--- src/hdl/wfcr_pkg.sv ---
package wfcr_pkg;

    // Register addresses (7-bit)
    localparam logic [6:0] WFCR_ADDR_CAL_HIGH = 7'h3a;
    localparam logic [6:0] WFCR_ADDR_CAL_LOW  = 7'h3b;
    localparam logic [6:0] WFCR_ADDR_CTRL_ONE = 7'h3c;
    localparam logic [6:0] WFCR_ADDR_CTRL_TWO = 7'h3d;
    localparam logic [6:0] WFCR_ADDR_LIM_HIGH = 7'h3e;
    localparam logic [6:0] WFCR_ADDR_LIM_LOW  = 7'h3f;

    // Field positions
    localparam int WFCR_POS_ENABLE   = 0;
    localparam int WFCR_POS_FILT_SEL = 2;
    localparam int WFCR_POS_CLK_SEL  = 0;

    // Reset values
    localparam logic [7:0] WFCR_RST_CAL      = 8'h00;
    localparam logic [7:0] WFCR_RST_CTRL_ONE = 8'h04;
    localparam logic [7:0] WFCR_RST_CTRL_TWO = 8'h00;
    localparam logic [7:0] WFCR_RST_LIM_HIGH = 8'ha8;
    localparam logic [7:0] WFCR_RST_LIM_LOW  = 8'h98;

    // Serial frame
    localparam logic [4:0] WFCR_FRAME_BITS = 5'h10;
    localparam logic [4:0] WFCR_ADDR_BITS  = 5'h08;

    // Recovery clock: fractional tick generator, 16-bit phase
    localparam longint WFCR_CLK_HZ      = 125_000_000;
    localparam longint WFCR_RCLK_TOP_HZ = 80_000_000;
    localparam logic [15:0] WFCR_PHASE_STEP =
        16'((WFCR_RCLK_TOP_HZ * 65536) / WFCR_CLK_HZ);

    // Filter selector codes and shift equivalents of the time constants
    localparam logic [1:0] WFCR_FILT_TC8   = 2'h0;
    localparam logic [1:0] WFCR_FILT_TC0   = 2'h1;
    localparam logic [1:0] WFCR_FILT_TC32  = 2'h2;
    localparam logic [1:0] WFCR_FILT_ADAPT = 2'h3;
    localparam logic [2:0] WFCR_SHIFT_TC8  = 3'h3;
    localparam logic [2:0] WFCR_SHIFT_TC16 = 3'h4;
    localparam logic [2:0] WFCR_SHIFT_TC32 = 3'h5;
    localparam logic [3:0] WFCR_MAX_SPACING = 4'ha;

    typedef struct packed {
        logic sck;
        logic csn;
        logic mosi;
    } wfcr_spi_in_s;

    typedef struct packed {
        logic miso;
        logic miso_oe;
    } wfcr_spi_out_s;

endpackage

--- src/hdl/wfcr_pin_sync.sv ---
`timescale 1ns/100ps
module wfcr_pin_sync import wfcr_pkg::*; #(
    parameter logic RST_LEVEL = 1'b0
) (
    // Clock and reset
    input  wire logic i_clk,
    input  wire logic i_rst_n,
    input  wire logic i_ce,
    // Pin and settled level
    input  wire logic i_pin,
    output logic      o_level
);

    typedef struct packed {
        logic s1;
        logic s2;
        logic s3;
        logic level;
    } wfcr_sync_s;

    wfcr_sync_s st;
    wfcr_sync_s next_st;

    // First stage feeds only the second; level moves once stages 2 and 3 agree
    always_comb begin
        next_st    = st;
        next_st.s1 = i_pin;
        next_st.s2 = st.s1;
        next_st.s3 = st.s2;
        if (st.s2 == st.s3) begin
            next_st.level = st.s3;
        end
    end

    always_ff @(posedge i_clk) begin
        if (!i_rst_n) begin
            st <= {4{RST_LEVEL}};
        end else if (i_ce) begin
            st <= next_st;
        end
    end

    assign o_level = st.level;

endmodule // wfcr_pin_sync

--- src/hdl/wfcr_top.sv ---
`timescale 1ns/100ps
// What this block does
// The high calibration byte is read-only and writes to it change nothing.
// The low calibration byte is read-only and clears to zero on reset.
// Filter selector codes 00, 01, 10, 11 give time constants 8, 0, 32 and adaptive.
// Adaptive mode uses 32, 16 or 8 for falling-edge spacings of 1-3, 4-8 or 9-10 bits.
// Bit 0 of control byte one switches clock and data recovery on or off.
// Control byte one resets to 0000 0100: recovery off, filter code 01.
// Bits 7:4 of control byte one and 7:2 of control byte two read as zero.
// The clock selector gives 80, 40, 20 or 10 MHz recovery clock and resets to 00.
// The host programs matching target and limit values for its clock and baud rate.
// The host avoids clock and baud combinations that overflow the bit-time count.
// The host avoids clock and baud combinations with too little precision.
// A recovered bit time above the upper limit is clamped to it.
// A recovered bit time below the lower limit is clamped to it.
// The upper limit byte resets to 1010 1000.
// The lower limit byte resets to 1001 1000.
// Access is a 16-bit serial frame: 7-bit address, access-mode bit, then data byte.
// When enabled, bit time is counted in recovery clock ticks, filtered and clamped.
module wfcr_top import wfcr_pkg::*; (
    // Clock, reset, enable
    input  wire logic          i_clk,
    input  wire logic          i_rst_n,
    input  wire logic          i_ce,
    // Serial register port
    input  wire wfcr_spi_in_s  i_spi,
    output wfcr_spi_out_s      o_spi,
    // Bus receive line and oscillator calibration
    input  wire logic          i_bus_rxd,
    input  wire logic [7:0]    i_osc_calib_high_field,
    input  wire logic [7:0]    i_osc_calib_low_field,
    input  wire logic [7:0]    i_bit_time_target,
    // To the frame detector
    output logic               o_clock_recovery_enable,
    output logic [7:0]         o_bit_time,
    output logic               o_bit_time_valid
);

    typedef struct packed {
        logic          sck_q;
        logic          csn_q;
        logic          rxd_q;
        logic [4:0]    bit_cnt;
        logic [15:0]   shift_in;
        logic [7:0]    shift_out;
        wfcr_spi_out_s spi;
        logic [7:0]    cal_high;
        logic [7:0]    cal_low;
        logic          clock_recovery_enable;
        logic [1:0]    filter_time_const_sel;
        logic [1:0]    recovery_clock_sel;
        logic [7:0]    bit_time_upper_limit;
        logic [7:0]    bit_time_lower_limit;
        logic [15:0]   phase;
        logic [11:0]   tick_cnt;
        logic          armed;
        logic [7:0]    bit_time;
        logic          bit_time_valid;
    } wfcr_state_s;

    wfcr_state_s st;
    wfcr_state_s next_st;
    logic        sck_lvl;
    logic        csn_lvl;
    logic        mosi_lvl;
    logic        rxd_lvl;

    wfcr_pin_sync #(.RST_LEVEL(1'b0)) u_sync_sck (
        .i_clk   (i_clk),
        .i_rst_n (i_rst_n),
        .i_ce    (i_ce),
        .i_pin   (i_spi.sck),
        .o_level (sck_lvl)
    );
    wfcr_pin_sync #(.RST_LEVEL(1'b1)) u_sync_csn (
        .i_clk   (i_clk),
        .i_rst_n (i_rst_n),
        .i_ce    (i_ce),
        .i_pin   (i_spi.csn),
        .o_level (csn_lvl)
    );
    wfcr_pin_sync #(.RST_LEVEL(1'b0)) u_sync_mosi (
        .i_clk   (i_clk),
        .i_rst_n (i_rst_n),
        .i_ce    (i_ce),
        .i_pin   (i_spi.mosi),
        .o_level (mosi_lvl)
    );
    wfcr_pin_sync #(.RST_LEVEL(1'b1)) u_sync_rxd (
        .i_clk   (i_clk),
        .i_rst_n (i_rst_n),
        .i_ce    (i_ce),
        .i_pin   (i_bus_rxd),
        .o_level (rxd_lvl)
    );

    function automatic logic [7:0] read_reg(input wfcr_state_s s, input logic [6:0] addr);
        logic [7:0] d;
        d = 8'h00;
        unique case (addr)
            WFCR_ADDR_CAL_HIGH: d = s.cal_high;
            WFCR_ADDR_CAL_LOW:  d = s.cal_low;
            WFCR_ADDR_CTRL_ONE: begin
                d[WFCR_POS_ENABLE]                   = s.clock_recovery_enable;
                d[WFCR_POS_FILT_SEL +: 2]            = s.filter_time_const_sel;
            end
            WFCR_ADDR_CTRL_TWO: d[WFCR_POS_CLK_SEL +: 2] = s.recovery_clock_sel;
            WFCR_ADDR_LIM_HIGH: d = s.bit_time_upper_limit;
            WFCR_ADDR_LIM_LOW:  d = s.bit_time_lower_limit;
            default:            d = 8'h00;
        endcase
        return d;
    endfunction

    always_comb begin
        logic [15:0] sin;
        logic [16:0] acc;
        logic [3:0]  spacing;
        logic [12:0] half;
        logic [12:0] multiple;
        logic signed [14:0] err;
        logic signed [14:0] err_bit;
        logic signed [14:0] upd;
        logic [2:0]  shift;
        logic [7:0]  wdata;
        sin      = st.shift_in;
        acc      = 17'h00000;
        spacing  = 4'h0;
        half     = 13'h0000;
        multiple = 13'h0000;
        err      = 15'sh0000;
        err_bit  = 15'sh0000;
        upd      = 15'sh0000;
        shift    = WFCR_SHIFT_TC8;
        wdata    = st.shift_in[15:8];
        next_st  = st;

        next_st.sck_q          = sck_lvl;
        next_st.csn_q          = csn_lvl;
        next_st.rxd_q          = rxd_lvl;
        next_st.bit_time_valid = 1'b0;
        next_st.cal_high       = i_osc_calib_high_field;
        next_st.cal_low        = i_osc_calib_low_field;

        // Serial frame, LSB first, sampled on rising clock, shifted on falling
        if (st.csn_q && !csn_lvl) begin
            next_st.bit_cnt     = 5'h00;
            next_st.spi.miso_oe = 1'b1;
            next_st.spi.miso    = 1'b0;
        end else if (!csn_lvl && !st.sck_q && sck_lvl) begin
            sin              = {mosi_lvl, st.shift_in[15:1]};
            next_st.shift_in = sin;
            if (st.bit_cnt <= WFCR_FRAME_BITS) begin
                next_st.bit_cnt = st.bit_cnt + 5'h01;
            end
            if (st.bit_cnt + 5'h01 == WFCR_ADDR_BITS) begin
                next_st.shift_out = read_reg(st, sin[14:8]);
            end
        end else if (!csn_lvl && st.sck_q && !sck_lvl && st.bit_cnt >= WFCR_ADDR_BITS) begin
            next_st.spi.miso  = st.shift_out[0];
            next_st.shift_out = {1'b0, st.shift_out[7:1]};
        end else if (!st.csn_q && csn_lvl) begin
            next_st.spi.miso_oe = 1'b0;
            next_st.spi.miso    = 1'b0;
            // Only a whole frame with the write bit commits; short or long ones drop
            if (st.bit_cnt == WFCR_FRAME_BITS && st.shift_in[7]) begin
                unique case (st.shift_in[6:0])
                    WFCR_ADDR_CTRL_ONE: begin
                        next_st.clock_recovery_enable = wdata[WFCR_POS_ENABLE];
                        next_st.filter_time_const_sel = wdata[WFCR_POS_FILT_SEL +: 2];
                    end
                    WFCR_ADDR_CTRL_TWO: next_st.recovery_clock_sel = wdata[WFCR_POS_CLK_SEL +: 2];
                    WFCR_ADDR_LIM_HIGH: next_st.bit_time_upper_limit = wdata;
                    WFCR_ADDR_LIM_LOW:  next_st.bit_time_lower_limit = wdata;
                    default: ;  // Calibration and unmapped addresses ignore writes
                endcase
            end
        end

        // Recovery: tick rate is 80 MHz halved per selector step
        if (!st.clock_recovery_enable) begin
            next_st.phase    = 16'h0000;
            next_st.tick_cnt = 12'h000;
            next_st.armed    = 1'b0;
            next_st.bit_time = i_bit_time_target;
        end else begin
            acc           = {1'b0, st.phase}
                          + {1'b0, WFCR_PHASE_STEP >> st.recovery_clock_sel};
            next_st.phase = acc[15:0];
            if (acc[16] && st.tick_cnt != 12'hfff) begin
                next_st.tick_cnt = st.tick_cnt + 12'h001;
            end
            if (st.rxd_q && !rxd_lvl) begin
                next_st.tick_cnt = 12'h000;
                next_st.armed    = 1'b1;
                half             = {6'h00, st.bit_time[7:1]};
                for (int i = 1; i <= 11; i++) begin
                    multiple = 13'(i) * {5'h00, st.bit_time};
                    if ({1'b0, st.tick_cnt} + half >= multiple) begin
                        spacing = 4'(i);
                    end
                end
                unique case (st.filter_time_const_sel)
                    WFCR_FILT_TC8:  shift = WFCR_SHIFT_TC8;
                    WFCR_FILT_TC0:  shift = 3'h0;
                    WFCR_FILT_TC32: shift = WFCR_SHIFT_TC32;
                    WFCR_FILT_ADAPT: begin
                        if (spacing <= 4'h3) begin
                            shift = WFCR_SHIFT_TC32;
                        end else if (spacing <= 4'h8) begin
                            shift = WFCR_SHIFT_TC16;
                        end else begin
                            shift = WFCR_SHIFT_TC8;
                        end
                    end
                endcase
                // Idle gaps longer than ten bits carry no bit-time information
                if (st.armed && spacing != 4'h0 && spacing <= WFCR_MAX_SPACING) begin
                    multiple = 13'(spacing) * {5'h00, st.bit_time};
                    err      = $signed({3'b000, st.tick_cnt}) - $signed({2'b00, multiple});
                    err_bit  = err / $signed({11'h000, spacing});
                    upd      = $signed({7'h00, st.bit_time}) + (err_bit >>> shift);
                    if (upd > $signed({7'h00, st.bit_time_upper_limit})) begin
                        next_st.bit_time = st.bit_time_upper_limit;
                    end else if (upd < $signed({7'h00, st.bit_time_lower_limit})) begin
                        next_st.bit_time = st.bit_time_lower_limit;
                    end else begin
                        next_st.bit_time = upd[7:0];
                    end
                    next_st.bit_time_valid = 1'b1;
                end
            end
        end
    end

    always_ff @(posedge i_clk) begin
        if (!i_rst_n) begin
            st                       <= '0;
            st.csn_q                 <= 1'b1;
            st.rxd_q                 <= 1'b1;
            st.cal_high              <= WFCR_RST_CAL;
            st.cal_low               <= WFCR_RST_CAL;
            st.clock_recovery_enable <= WFCR_RST_CTRL_ONE[WFCR_POS_ENABLE];
            st.filter_time_const_sel <= WFCR_RST_CTRL_ONE[WFCR_POS_FILT_SEL +: 2];
            st.recovery_clock_sel    <= WFCR_RST_CTRL_TWO[WFCR_POS_CLK_SEL +: 2];
            st.bit_time_upper_limit  <= WFCR_RST_LIM_HIGH;
            st.bit_time_lower_limit  <= WFCR_RST_LIM_LOW;
        end else if (i_ce) begin
            st <= next_st;
        end
    end

    assign o_spi                   = st.spi;
    assign o_clock_recovery_enable = st.clock_recovery_enable;
    assign o_bit_time              = st.bit_time;
    assign o_bit_time_valid        = st.bit_time_valid;

endmodule // wfcr_top
--- config.mk ---
export PLATFORM = sky130hd
export DESIGN_NAME = wfcr_top
export DESIGN_NICKNAME = d
export VERILOG_FILES = /design/src/hdl/wfcr_pkg.sv /design/src/hdl/wfcr_pin_sync.sv /design/src/hdl/wfcr_top.sv
export SDC_FILE = /design/constraint.sdc
export NUM_CORES = 1
export LEC_CHECK = 0
export BUFFER_PORTS_ARGS = -buffer_cell sky130_fd_sc_hd__buf_2
export CAP_MARGIN = 10
export CORE_MARGIN = 1.5
export CORE_UTILIZATION = 48
export CTS_CLUSTER_SIZE = 25
export DETAILED_ROUTE_END_ITERATION = 6
export GPL_TIMING_DRIVEN = 0
export PLACE_DENSITY_LB_ADDON = 0.08
export SYNTH_ARGS = -nofsm -noshare
export SYNTH_HDL_FRONTEND = slang
export SYNTH_SLANG_ARGS = --single-unit
--- constraint.sdc ---
create_clock -name i_clk -period 40.2 [get_ports i_clk]
set_input_delay 4.02 -clock i_clk [delete_from_list [all_inputs] [get_ports i_clk]]
set_output_delay 4.02 -clock i_clk [all_outputs]
set_load 0.05 [all_outputs]
==> key figures <==
Yosys
  • Simple-gate area share of the yosys netlist: 0.223
  • Largest family of logic cells by synthesized area: compound AO/OA/AOI/OAI gates
  • XOR/XNOR share of the synthesized area: 0.0508
  • Mux contribution to synthesized area: 0.0649
  • Synthesized-area fraction occupied by adder cells: 0.217
  • Compound-Gate Fraction of Synth Area: 0.259
  • Async SR Flop Fraction: 0
  • Post-Syn Instances: between 2k and 2.5k
  • EDFF count, synth: 0
  • Post-synth cell types: 120
  • Syn Area/Cell: a little under 8 um^2
  • Synthesis Warnings: 0
  • Seq cells post-synth: about 130
  • Cell Area, Synth: 0.0193 mm^2
  • Seq/Total Area, Yosys: 0.130
  • Predominant post-synthesis flop cell: dfxtp_1

Status
  • Status: finished, final reports clean

Finish
  • Ant. Diodes: 0
  • Fill cell count: around 3.8k
  • Share of post-route cells with drive strength above 1: 0.153
  • Area growth syn-to-layout: 14.4%
  • Post-route cell area: between 0.02 and 0.025 mm^2
  • NumNets Final: just under 3k

Floorplan
  • Initial core utilization: 0.486
  • I/O Pins: 43
  • Die area: between 0.04 and 0.05 mm^2
  • Width of the die: just over 200 um
  • # rows: 73
  • Core area: roughly 0.04 mm^2
  • Die height: between 200 and 250 um

Detailed routing
  • Final Routed Wirelength: slightly above 60000 um
  • 1st-pass router iterations: 5
  • WL met2: about 29000 um
  • Routed length on met1: roughly 28000 um
  • Routed len/inst: approximately 20 um
  • Top Layer Used: met5
  • DR iter-0 viols: about 1.2k
  • DR vias: approximately 19k
  • Remaining DRCs: 0
  • Met3 WL: between 2000 and 2500 um
  • Post-route ant nets: 0
  • Vias per cell: around 6

Run
  • Max-cap viol count: 0

STA
  • Max transition margin: 0.328
  • Max Clk Rate: around 26 MHz
  • Post-route clock period utilization: 0.946
  • Final setup viols: 0
  • Hold Fails Final Rpt: 0
  • Post-layout min period: 38.04 ns
  • Max Transition Viols Final: 0
  • Layout Skew: about 0.011 ns
  • Least-Margin Pin Slew: about 1 ns

Clock tree
  • TritonCTS clock tree: done
  • Worst skew pair latency: roughly 0.42 ns
  • CTS Buffer Depth: 2
  • CTS sink cnt: approximately 130
  • Inserted Clock Buffers: 17
  • Root Driver: clkbuf_16
  • CTS H-tree lvls: 4
  • Worst-path clk slew: ~0.070 ns

Critical path
  • CP Launch Type: flop
  • Worst path bufs/invs: 24
  • Critical Path RT: 40.51 ns
  • Crit. Startpoint: o_bit_time[7]
  • R2R depth: ~190
  • R2r startpoint: o_bit_time[7]
  • Worst path max stage delay: 0.62 ns
  • Crit path max-delay cell type: dfxtp_2
  • Critical Path Stages: between 150 and 200
  • Cell family with most CP delay: compound AO/OA/AOI/OAI gates
  • CP dominant cell by count: o21a_1
  • Worst EP arrival: 38.35 ns
  • Element type at the critical path end: flop
  • CP Class: reg -> reg
  • Critical-path maximum fanout: 16

GRT
  • Overall routing resource usage: 0.291
  • GRT overflow: 0
  • Initial antenna violation count: 1
  • Largest net degree at the start of global routing: 21
  • Vias in the first global route: 18.5k
  • First-pass GRT wire length: between 90000 and 100000 um

Placement
  • I/O Buffers: approximately 40
  • Area of placed instances: slightly above 0.02 mm^2
  • Routability cong.: roughly 0.92
  • Hpwl dp: between 40000 and 50000 um

Worst hold path
  • Critical hold path startpoint: u_sync_rxd.st[1]
  • Hold crit path type: reg -> reg
  • Worst hold stages: 2
-- logic make-up after synthesis --
logic type                 Yosys count
and+or+nand+nor                    833
buffers and inverters              264
xor gates and xnor gates           112
DFF                                125
muxes                              112
other                                1
AOI/OAI and AO/OA                  698
adders and majority gates          310
-- layout by cell type, fill, tap and decap left out, types with 15 or more instances in the layout --
master	count
a211oi_1	21
a21boi_0	26
a21o_1	62
a21oi_1	142
and2_1	32
and3_1	17
buf_2	43
buf_4	83
clkbuf_1	43
clkbuf_16	17
dfxtp_1	117
fa_1	41
ha_1	263
inv_1	174
mux2_2	15
mux2i_1	75
nand2_1	198
nand2b_1	34
nand3_1	51
nand4_1	25
nor2_1	180
nor2b_1	82
nor3_1	61
nor4_1	16
o211ai_1	24
o21a_1	43
o21ai_0	105
or2_2	17
or3_1	16
xnor2_1	69
xor2_1	37
-- area by class of cell --
type                            count  area (um^2)  share of cell area
Sequential cell                   125         2530               0.114
Clock buffer                       18          429              0.0194
Clock inverter                     14          180             0.00816
Buffer                             79          419              0.0190
Tap cell                          525          657              0.0297
Inverter                          182          691              0.0313
Multi-Input combinational cell   2068        16400               0.741
Timing Repair Buffer              116          816              0.0369
-- worst min-delay path, cell delays in order, from the launching register on --
cell	delay, ns
dfxtp_1	0.32
mux2i_1	0.06
nand2_1	0.06
-- cells in the mapped netlist, drive strengths merged, types with 14 or more instances --
| master | number | area (um^2) |
|---|---|---|
| clkbuf | 52 | 196 |
| xnor2 | 74 | 648 |
| nand3 | 55 | 290 |
| xor2 | 38 | 333 |
| mux2 | 24 | 293 |
| a21boi | 31 | 233 |
| nor4 | 22 | 165 |
| fa | 41 | 821 |
| o21ai | 118 | 591 |
| o211ai | 28 | 239 |
| or2 | 21 | 131 |
| dfxtp | 125 | 2500 |
| nand2 | 204 | 776 |
| and3 | 19 | 124 |
| inv | 181 | 679 |
| nand2b | 36 | 225 |
| o2bb2ai | 14 | 123 |
| or3 | 18 | 113 |
| o21a | 47 | 354 |
| ha | 267 | 3340 |
| a31oi | 18 | 128 |
| mux2i | 82 | 825 |
| a21o | 62 | 465 |
| nand4 | 28 | 203 |
| nor2 | 196 | 753 |
| o31ai | 16 | 148 |
| a21oi | 159 | 815 |
| nor2b | 83 | 519 |
| and2 | 32 | 200 |
| a211oi | 29 | 258 |
| nor3 | 67 | 345 |
| buf | 30 | 194 |
-- metal layers --
metal  vias up  track usage
met4         2       0.0775
met1      9139        0.383
met3        67       0.0214
met5         -            0
met2       458        0.512
li1       9308            -
-- path summary, 6_finish.rpt --
kind                            slack, ns          endpoint
worst max-delay path                 2.16     o_bit_time[6]
worst min register to register       0.47  u_sync_rxd.st[1]
worst min-delay path                 0.47  u_sync_rxd.st[1]
worst max register to register       2.16     o_bit_time[6]
-- sequential cells by signal (all words and copies together), names as in the netlist --
name,flops
o_spi,2
u_sync_mosi.o_level,1
o_bit_time_valid,1
u_sync_csn.st,1
u_sync_mosi.st,1
u_sync_sck.next_st,2
u_sync_csn.next_st,2
o_bit_time,8
u_sync_mosi.next_st,2
st,97
u_sync_rxd.o_level,1
o_clock_recovery_enable,1
u_sync_rxd.st,1
u_sync_csn.o_level,1
u_sync_sck.st,1
u_sync_rxd.next_st,2
u_sync_sck.o_level,1
-- per-stage QoR --
stage	instances	setup TNS, ns	setup slack (ns)	utilization	hold WS (ns)
6_report	3127	0	2.16	0.556	0.472
3_3_place_gp	3022	-57.34	-7.30	0.508	0.456
4_1_cts	3082	0	0.00656	0.538	0.474
2_1_floorplan	2456	0	2.34	-	0.441
5_1_grt	3127	-0.958	-0.190	0.556	0.491
3_5_place_dp	3027	-52.14	-6.66	0.510	0.460
-- repair_timing --
action                                  4_1_cts  5_1_grt
endpoints found under the setup margin        8        8
gates resized for setup                      95       88
pin swaps                                     6       23
gates cloned                                  1        0
setup buffers                                23       47
hold buffers                                  0        0
Power is left out: the tool's default activity adds up to more than one toggle a clock period on the data nets, which glitch-free logic cannot reach.
